$ cat config.mk
export PLATFORM = sky130hd
export DESIGN_NAME = awc_halt_ctrl
export DESIGN_NICKNAME = d
export VERILOG_FILES = /design/src/design/awc_pkg.sv /design/src/design/awc_halt_ctrl.sv /design/src/design/awc_wake_timer.sv
export VERILOG_INCLUDE_DIRS = /design/src /design/src/design
export SDC_FILE = /design/constraint.sdc
export NUM_CORES = 1
export LEC_CHECK = 0
export ABC_AREA = 1
export BUFFER_PORTS_ARGS = -buffer_cell sky130_fd_sc_hd__buf_4
export CELL_PAD_IN_SITES_DETAIL_PLACEMENT = 0
export CELL_PAD_IN_SITES_GLOBAL_PLACEMENT = 1
export CORE_MARGIN = 4
export CORE_UTILIZATION = 39
export DETAILED_ROUTE_END_ITERATION = 10
export PLACE_DENSITY = 0.86
export SYNTH_ARGS = -nofsm -noshare
export SYNTH_HDL_FRONTEND = slang
export SYNTH_SLANG_ARGS = --single-unit
$ cat constraint.sdc
create_clock -name SYS_CLK -period 2.63 [get_ports SYS_CLK]
set_input_delay 0.263 -clock SYS_CLK [delete_from_list [all_inputs] [get_ports SYS_CLK]]
set_output_delay 0.263 -clock SYS_CLK [all_outputs]
set_load 0.01 [all_outputs]
$ cat src/design/awc_map.svh
// Constants of the halt mode and auto-wakeup controller
//------------------------------------------------------------
//------------------------------------------------------------
`ifndef AWC_MAP_SVH
`define AWC_MAP_SVH

// Register indices, byte address is four times the index
`define AWC_CSR_IDX       8'h2e
`define AWC_PR_IDX        8'h2f
`define AWC_CSR_RST       8'h00
`define AWC_PR_RST        8'hff
`define AWC_CSR_EN_BIT    0
`define AWC_CSR_MEAS_BIT  1
`define AWC_CSR_FLAG_BIT  2

// Timing counts
`define AWC_DLY_LONG      13'd4096
`define AWC_DLY_SHORT     13'd256
`define AWC_FIX_DIV_MAX   6'd63
`define AWC_RC_START      4'd4

// Interrupt mask values written on halt entry
`define AWC_CC_ACTIVE     2'b00
`define AWC_CC_HALT       2'b10

`endif

$ cat src/design/awc_pkg.sv
// Types of the halt mode and auto-wakeup controller
package awc_pkg;

    typedef enum logic [2:0] {
        S_BOOT  = 3'b100,
        S_START = 3'b000,
        S_RUN   = 3'b001,
        S_AWH   = 3'b011,
        S_OSCW  = 3'b010,
        S_ACTH  = 3'b101,
        S_HALT  = 3'b111
    } awc_state_t;

    typedef struct packed {
        logic [3:0] st;
        logic [5:0] div;
        logic [7:0] pre;
        logic       done;
        logic       fire;
    } awc_tmr_t;

endpackage

$ cat src/design/awc_halt_ctrl.sv
// Halt mode selection, auto-wakeup and start-up sequencing
`timescale 1ns/1ps
`include "awc_map.svh"

module awc_halt_ctrl
    import awc_pkg::*;
#(
    parameter bit ZERO_IMMEDIATE = 1'b1
)
(
    // Clock and reset
    input  wire logic        SYS_CLK,
    input  wire logic        RESETN,
    // AHB-Lite slave
    input  wire logic        HSEL,
    input  wire logic [31:0] HADDR,
    input  wire logic [1:0]  HTRANS,
    input  wire logic        HWRITE,
    input  wire logic [2:0]  HSIZE,
    input  wire logic [31:0] HWDATA,
    input  wire logic        HREADY,
    output logic      [31:0] HRDATA,
    output logic             HREADYOUT,
    output logic             HRESP,
    // CPU core and interrupt controller
    input  wire logic        HALT_EXEC,
    input  wire logic        RTC_IRQ_ENABLE,
    input  wire logic        RTC_IRQ,
    input  wire logic        HALT_EXIT_IRQ,
    output logic             CC_MASK_WR,
    output logic      [1:0]  CC_MASK_VAL,
    output logic             AUTOWAKE_IRQ,
    output logic             RESET_FETCH,
    // Options and watchdog
    input  wire logic        STARTUP_LONG_OPT,
    input  wire logic        WDG_ACTIVE,
    input  wire logic        WDG_HALT_OPT,
    output logic             WDG_RESET_REQ,
    // Clock gating
    output logic             MAIN_OSC_EN,
    output logic             TIMEBASE_CLK_EN,
    output logic             CPU_CLK_EN,
    output logic             PERIPH_CLK_EN,
    output logic             WAKE_RC_EN,
    output logic      [2:0]  HALT_STATE,
    // Wake RC oscillator and timer A
    input  wire logic        WAKE_RC_TICK,
    output logic             TIMER_CAP2
);

    typedef struct packed {
        awc_state_t  state;
        logic [12:0] cnt;
        logic        en;
        logic        meas;
        logic        flag;
        logic [7:0]  pr;
        logic [31:0] rdata;
        logic        wr_csr;
        logic        wr_pr;
        logic        cc_wr;
        logic [1:0]  cc_val;
        logic        wdg;
        logic        fetch;
        logic        cap2;
    } awc_ctl_t;

    awc_ctl_t r_r;
    awc_ctl_t r_nxt;
    logic     expired;
    logic     acc;
    logic     rd_csr;

    function automatic logic [9:0] reg_byte(input logic [7:0] idx);
        reg_byte = {idx, 2'b00};
    endfunction

    function automatic logic [12:0] dly_last(input logic long_sel);
        dly_last = long_sel ? `AWC_DLY_LONG - 13'd1 : `AWC_DLY_SHORT - 13'd1;
    endfunction

    //------------------------------------------------------------
    // Auto-wakeup delay
    //------------------------------------------------------------
    awc_wake_timer u_timer (
        .clk      (SYS_CLK),
        .rstn     (RESETN),
        .run      (r_r.state == S_AWH),
        .rc_tick  (WAKE_RC_TICK),
        .prescale (r_r.pr),
        .expired  (expired)
    );

    assign acc    = HSEL & HTRANS[1] & HREADY;
    assign rd_csr = acc & ~HWRITE & (HADDR[9:0] == reg_byte(`AWC_CSR_IDX));

    //------------------------------------------------------------
    // Next state
    //------------------------------------------------------------
    always_comb begin
        r_nxt       = r_r;
        r_nxt.cc_wr = 1'b0;
        r_nxt.wdg   = 1'b0;
        r_nxt.fetch = 1'b0;
        r_nxt.cap2  = WAKE_RC_TICK & r_r.meas & (r_r.state == S_RUN);

        // Bus data phase of a write
        r_nxt.wr_csr = acc & HWRITE & (HADDR[9:0] == reg_byte(`AWC_CSR_IDX));
        r_nxt.wr_pr  = acc & HWRITE & (HADDR[9:0] == reg_byte(`AWC_PR_IDX));
        if (r_r.wr_csr) begin
            r_nxt.en   = HWDATA[`AWC_CSR_EN_BIT];
            r_nxt.meas = HWDATA[`AWC_CSR_MEAS_BIT];
        end
        if (r_r.wr_pr) begin
            if (HWDATA[7:0] != 8'h00 || ZERO_IMMEDIATE) begin
                r_nxt.pr = HWDATA[7:0];
            end
        end

        // Bus address phase of a read
        r_nxt.rdata = '0;
        if (acc & ~HWRITE) begin
            if (HADDR[9:0] == reg_byte(`AWC_CSR_IDX)) begin
                r_nxt.rdata[`AWC_CSR_EN_BIT]   = r_r.en;
                r_nxt.rdata[`AWC_CSR_MEAS_BIT] = r_r.meas;
                r_nxt.rdata[`AWC_CSR_FLAG_BIT] = r_r.flag;
            end else if (HADDR[9:0] == reg_byte(`AWC_PR_IDX)) begin
                r_nxt.rdata[7:0] = r_r.pr;
            end
        end

        // Flag: set wins over the clearing read
        if (rd_csr) begin
            r_nxt.flag = 1'b0;
        end
        if (expired) begin
            r_nxt.flag = 1'b1;
        end

        unique case (r_r.state)
            S_BOOT: begin
                r_nxt.cnt   = dly_last(STARTUP_LONG_OPT);
                r_nxt.state = S_START;
            end
            S_START: begin
                r_nxt.cnt = r_r.cnt - 13'd1;
                if (r_r.cnt == 13'd0) begin
                    r_nxt.fetch = 1'b1;
                    r_nxt.state = S_RUN;
                end
            end
            S_RUN: begin
                if (HALT_EXEC) begin
                    r_nxt.cc_wr = 1'b1;
                    if (RTC_IRQ_ENABLE) begin
                        r_nxt.state  = S_ACTH;
                        r_nxt.cc_val = `AWC_CC_ACTIVE;
                    end else begin
                        r_nxt.state  = r_r.en ? S_AWH : S_HALT;
                        r_nxt.cc_val = `AWC_CC_HALT;
                        r_nxt.wdg    = WDG_ACTIVE & WDG_HALT_OPT;
                    end
                end
            end
            S_ACTH: begin
                if (RTC_IRQ | HALT_EXIT_IRQ) begin
                    r_nxt.state = S_RUN;
                end
            end
            S_AWH, S_HALT: begin
                if (expired | HALT_EXIT_IRQ) begin
                    r_nxt.cnt   = dly_last(STARTUP_LONG_OPT);
                    r_nxt.state = S_OSCW;
                end
            end
            S_OSCW: begin
                r_nxt.cnt = r_r.cnt - 13'd1;
                if (r_r.cnt == 13'd0) begin
                    r_nxt.state = S_RUN;
                end
            end
            default: begin
                r_nxt.state = S_BOOT;
            end
        endcase
    end

    always_ff @(posedge SYS_CLK or negedge RESETN) begin
        if (!RESETN) begin
            r_r        <= '0;
            r_r.state  <= S_BOOT;
            r_r.pr     <= `AWC_PR_RST;
            r_r.cc_val <= `AWC_CC_HALT;
        end else begin
            r_r <= r_nxt;
        end
    end

    //------------------------------------------------------------
    // Outputs
    //------------------------------------------------------------
    assign HRDATA        = r_r.rdata;
    assign HREADYOUT     = 1'b1;
    assign HRESP         = 1'b0;
    assign CC_MASK_WR    = r_r.cc_wr;
    assign CC_MASK_VAL   = r_r.cc_val;
    assign AUTOWAKE_IRQ  = r_r.flag;
    assign RESET_FETCH   = r_r.fetch;
    assign WDG_RESET_REQ = r_r.wdg;
    assign HALT_STATE    = r_r.state;
    assign TIMER_CAP2    = r_r.cap2;
    // Oscillator off only in the two deep halt states
    assign MAIN_OSC_EN     = (r_r.state != S_AWH) && (r_r.state != S_HALT);
    assign TIMEBASE_CLK_EN = (r_r.state == S_RUN) || (r_r.state == S_ACTH);
    assign CPU_CLK_EN      = (r_r.state == S_RUN);
    assign PERIPH_CLK_EN   = (r_r.state == S_RUN);
    assign WAKE_RC_EN      = (r_r.state == S_AWH) || (r_r.meas && r_r.state == S_RUN);
endmodule

$ cat src/design/awc_wake_timer.sv
// Auto-wakeup delay counter on the wake RC ticks
`timescale 1ns/1ps
`include "awc_map.svh"

module awc_wake_timer
    import awc_pkg::*;
(
    // Clock and reset
    input  wire logic       clk,
    input  wire logic       rstn,
    // Control
    input  wire logic       run,
    input  wire logic       rc_tick,
    input  wire logic [7:0] prescale,
    // Result
    output logic            expired
);

    awc_tmr_t r_r;
    awc_tmr_t r_nxt;

    always_comb begin
        r_nxt      = r_r;
        r_nxt.fire = 1'b0;
        if (!run) begin
            r_nxt.st   = '0;
            r_nxt.div  = '0;
            r_nxt.pre  = '0;
            r_nxt.done = 1'b0;
        end else if (!r_r.done) begin
            if (prescale == 8'h00) begin
                r_nxt.done = 1'b1;
                r_nxt.fire = 1'b1;
            end else if (rc_tick) begin
                if (r_r.st != `AWC_RC_START) begin
                    r_nxt.st = r_r.st + 4'h1;
                end else if (r_r.div != `AWC_FIX_DIV_MAX) begin
                    r_nxt.div = r_r.div + 6'h01;
                end else begin
                    r_nxt.div = '0;
                    if (r_r.pre == prescale - 8'h01) begin
                        r_nxt.done = 1'b1;
                        r_nxt.fire = 1'b1;
                    end else begin
                        r_nxt.pre = r_r.pre + 8'h01;
                    end
                end
            end
        end
    end

    always_ff @(posedge clk or negedge rstn) begin
        if (!rstn) begin
            r_r <= '0;
        end else begin
            r_r <= r_nxt;
        end
    end

    assign expired = r_r.fire;

endmodule

==> summary.md <==
| Metric | Value |
|---|---|
| DP Area | `roughly 4100 um^2` |
| Clk_lat worst skew | `0.34 ns` |
| Final instance area | `between 4000 and 5000 um^2` |
| Fraction of layout cells with a size suffix above 1 | `a little over a fifth` |
| Final Max Slew Viols | `0` |
| Initial Utilization | `between 40% and 50%` |
| GR Util All Layers | `between 15 and 20%` |
| P_sw | `about 0.00045 W` |
| Gpl congestion | `~0.84` |
| First-pass GRT wire length | `around 14000 um` |
| Total gr overflow | `0` |
| IO buf count | `between 50 and 60` |
| Yosys Warn Count | `0` |
| Yosys cell types | `41` |
| Number of post-CTS setup repair buffers | `0` |
| Leak | `approximately 2.2 nW` |
| Area of the core | `~9400 um^2` |
| Setup TNS | `0 ns` |
| CP Capture Type | `output port` |
| Sink Count | `62` |
| Skew final | `0.0125 ns` |
| DP HPWL | `between 6000 and 7000 um` |
| EDFF count, synth | `0` |
| CTS max path bufs | `2` |
| Drt drc | `0` |
| Post-Syn Area per Cell | `slightly below 8 um^2` |
| Sequential area share after synthesis | `between 40% and 50%` |
| Resized cells post-CTS | `0` |
| Largest net degree at the start of global routing | `63` |
| Max-capacitance violation count | `0` |
| Count leader, synth | `nand2_1` |
| Critical Path Start | `HALT_STATE[1]$_DFFE_PN0P_` |
| Clk slew on worst S/H paths | `around 0.070 ns` |
| Storage cell area | `between 1500 and 2000 um^2` |
| Cell count after synthesis | `slightly below 500` |
| CTS root buf | `clkbuf_8` |
| Top post-synthesis cells by area | `dfrtp_1, nand2_1, buf_4, dfstp_2, nand3_1` |
| Total power | `~0.0019 W` |
| Initial antenna violation count | `0` |
| Rel. slew slack | `48.2%` |
| Antenna cells | `0` |
| Total CTS buffers | `9` |
| Least-Margin Pin Slew | `0.777 ns` |
| Reg power frac | `between 50% and 60%` |
| Final #Nets | `~620` |
| CP Data Arrival Time | `around 1.7 ns` |
| Routed vias | `approximately 3200` |
| Mapped Area | `approximately 3800 um^2` |
| Async S/R FF share, synth | `100%` |
| Maximum vdd drop | `between 0.2 and 0.3 mV` |
| Die width | `~110 um` |
| IO Count | `between 100 and 150` |
| Critical path class | `register to output port` |
| CP Max Fanout | `6` |
| Tmin final | `slightly below 2 ns` |
| Most used DFF post-synth | `dfrtp_1` |
| Post-synth top area share | `between 30 and 40%` |
| Vias in the first global route | `a little over 3000` |
| Synth Register Bits | `62` |
| Via density per instance | `4.78` |
| Clock power frac | `43.4%` |
| Die height | `107 um` |
| Hold buffers post-CTS | `0` |
| Most common library cells after synthesis | `nand2_1, dfrtp_1, inv_1` |
| Outcome | `finished, final reports clean` |
| Area leader, netlist | `dfrtp_1` |
| Multi-input logic area | `between 1500 and 2000 um^2` |
| # fillers | `roughly 970` |
| Comb power frac | `between 5 and 6%` |
| Final setup viols | `0` |
| Fmax | `around 520 MHz` |
| Initial detailed-routing violation count | `about 150` |
| PwrDens | `between 400 and 500 nW/um^2` |
| Setup crit start kind | `register` |
| Worst r2r src | `r_r[40]$_DFFE_PN1P_` |
| HP Class | `input pin to asynchronous set/reset pin` |
| DRT Pass-1 Iters | `4` |
| ANT nets after route | `0` |
| H-tree levels | `3` |
| Fin crit share | `around 73%` |
| Routed WL per cell | `12.5 um` |
| Std cell rows | `35` |
| Worst Path Required | `~2.4 ns` |
| Die area | `between 10000 and 15000 um^2` |
| Sw Share | `between 20% and 30%` |
| RSZ-0062 raised after global routing | `no` |
| Hold Vio Cnt, Final | `0` |
| CTS tree | `yes` |
| Drt total wl | `approximately 8400 um` |
| Int Pwr | `between 0.001 and 0.0015 W` |
| Synthesis-to-layout area growth | `14.0%` |
layer usage:
layer	GRT usage [%]	vias to the layer above	wire [um]
li1	-	1625	-
met1	19.2	1493	3710
met2	26.4	68	4160
met3	3.43	11	364
met4	5.11	0	118
met5	0	-	0
power by group through the flow:
| stage | clock, W | sequential (W) | combinational (W) |
|---|---|---|---|
| global placement | 0 | 0.000981 | 0.0000985 |
| global route | 0.000880 | 0.000963 | 0.000112 |
| finish | 0.000816 | 0.000963 | 0.000100 |
| CTS | 0.000844 | 0.000963 | 0.000101 |
| floorplan | 0 | 0.000980 | 0.0000684 |
| detailed placement | 0 | 0.000981 | 0.000100 |
sequential cells by signal, indices dropped and copies added (netlist names):
name	cells
u_timer.r_r	19
HALT_STATE	3
u_timer.expired	1
r_r	25
AUTOWAKE_IRQ	1
WDG_RESET_REQ	1
HRDATA	8
CC_MASK_VAL	1
CC_MASK_WR	1
RESET_FETCH	1
TIMER_CAP2	1
final timing paths:
| check | end | slack, ns | cells after the start |
|---|---|---|---|
| worst max-delay path | WAKE_RC_EN | 0.71 | 6 |
| min in group SYS_CLK | r_r[49]$_DFFE_PN0P_ | 0.13 | 3 |
| worst max register to register | u_timer.r_r[4]$_DFFE_PN0P_ | 0.75 | 10 |
| worst min-delay path | HRDATA[0]$_DFF_PN0_ | 0.003 | 1 |
| worst min register to register | CC_MASK_VAL[1]$_DFFE_PN1P_ | 0.49 | 2 |
| max in group asynchronous | u_timer.r_r[16]$_DFFE_PN0P_ | 2.12 | 1 |
stage by stage:
| step | setup slack (ns) | instances | hold WS [ns] | util [%] |
|---|---|---|---|---|
| 3_3_place_gp | 0.749 | 653 | 0.403 | 44.3 |
| 4_1_cts | 0.664 | 669 | 0.0191 | 46.3 |
| 6_report | 0.710 | 669 | 0.00321 | 46.3 |
| 5_1_grt | 0.549 | 669 | 0.0596 | 46.3 |
| 2_1_floorplan | 0.956 | 515 | -0.0326 | - |
| 3_5_place_dp | 0.740 | 653 | 0.400 | 44.3 |
critical path, cell delays in order (launching register included):
cell,delay (ns)
dfrtp_1,0.44
inv_1,0.11
nand2_2,0.07
nor2_1,0.21
inv_1,0.17
o21ai_0,0.18
buf_4,0.15
cell usage in the layout, fill, tap and decap left out, drive strengths merged, types with 3 or more instances in the layout:
| cell type | n |
|---|---|
| nor3 | 23 |
| ha | 7 |
| xnor2 | 4 |
| nand4 | 16 |
| xor2 | 6 |
| a21oi | 11 |
| o21ai | 33 |
| buf | 54 |
| nand3 | 43 |
| dfstp | 10 |
| dfrtp | 52 |
| a22oi | 3 |
| clkbuf | 10 |
| nand2 | 105 |
| nor2 | 53 |
| inv | 60 |
| nor4 | 3 |
| clkinv | 5 |
| conb | 27 |
cell type report:
cell class,instances,area share (%)
multi-input combinational,348,41.2
timing repair buffer,54,9.35
clock inverter,6,1.44
sequential,62,36.1
inverter,60,5.25
clock buffer,10,2.94
tap,129,3.72
cells by family (layout without fill, tap and decap cells):
logic type	after synthesis	after routing	synth area share, %
DFF	62	62	41.1
xor gates and xnor gates	10	10	2.30
buffers and inverters	105	130	14.4
other	2	27	0.197
and+or+nand+nor	250	250	32.0
adders and majority gates	7	7	2.30
AOI/OAI and AO/OA	54	54	7.79
Note: power is estimated with default switching activity, not from simulation.
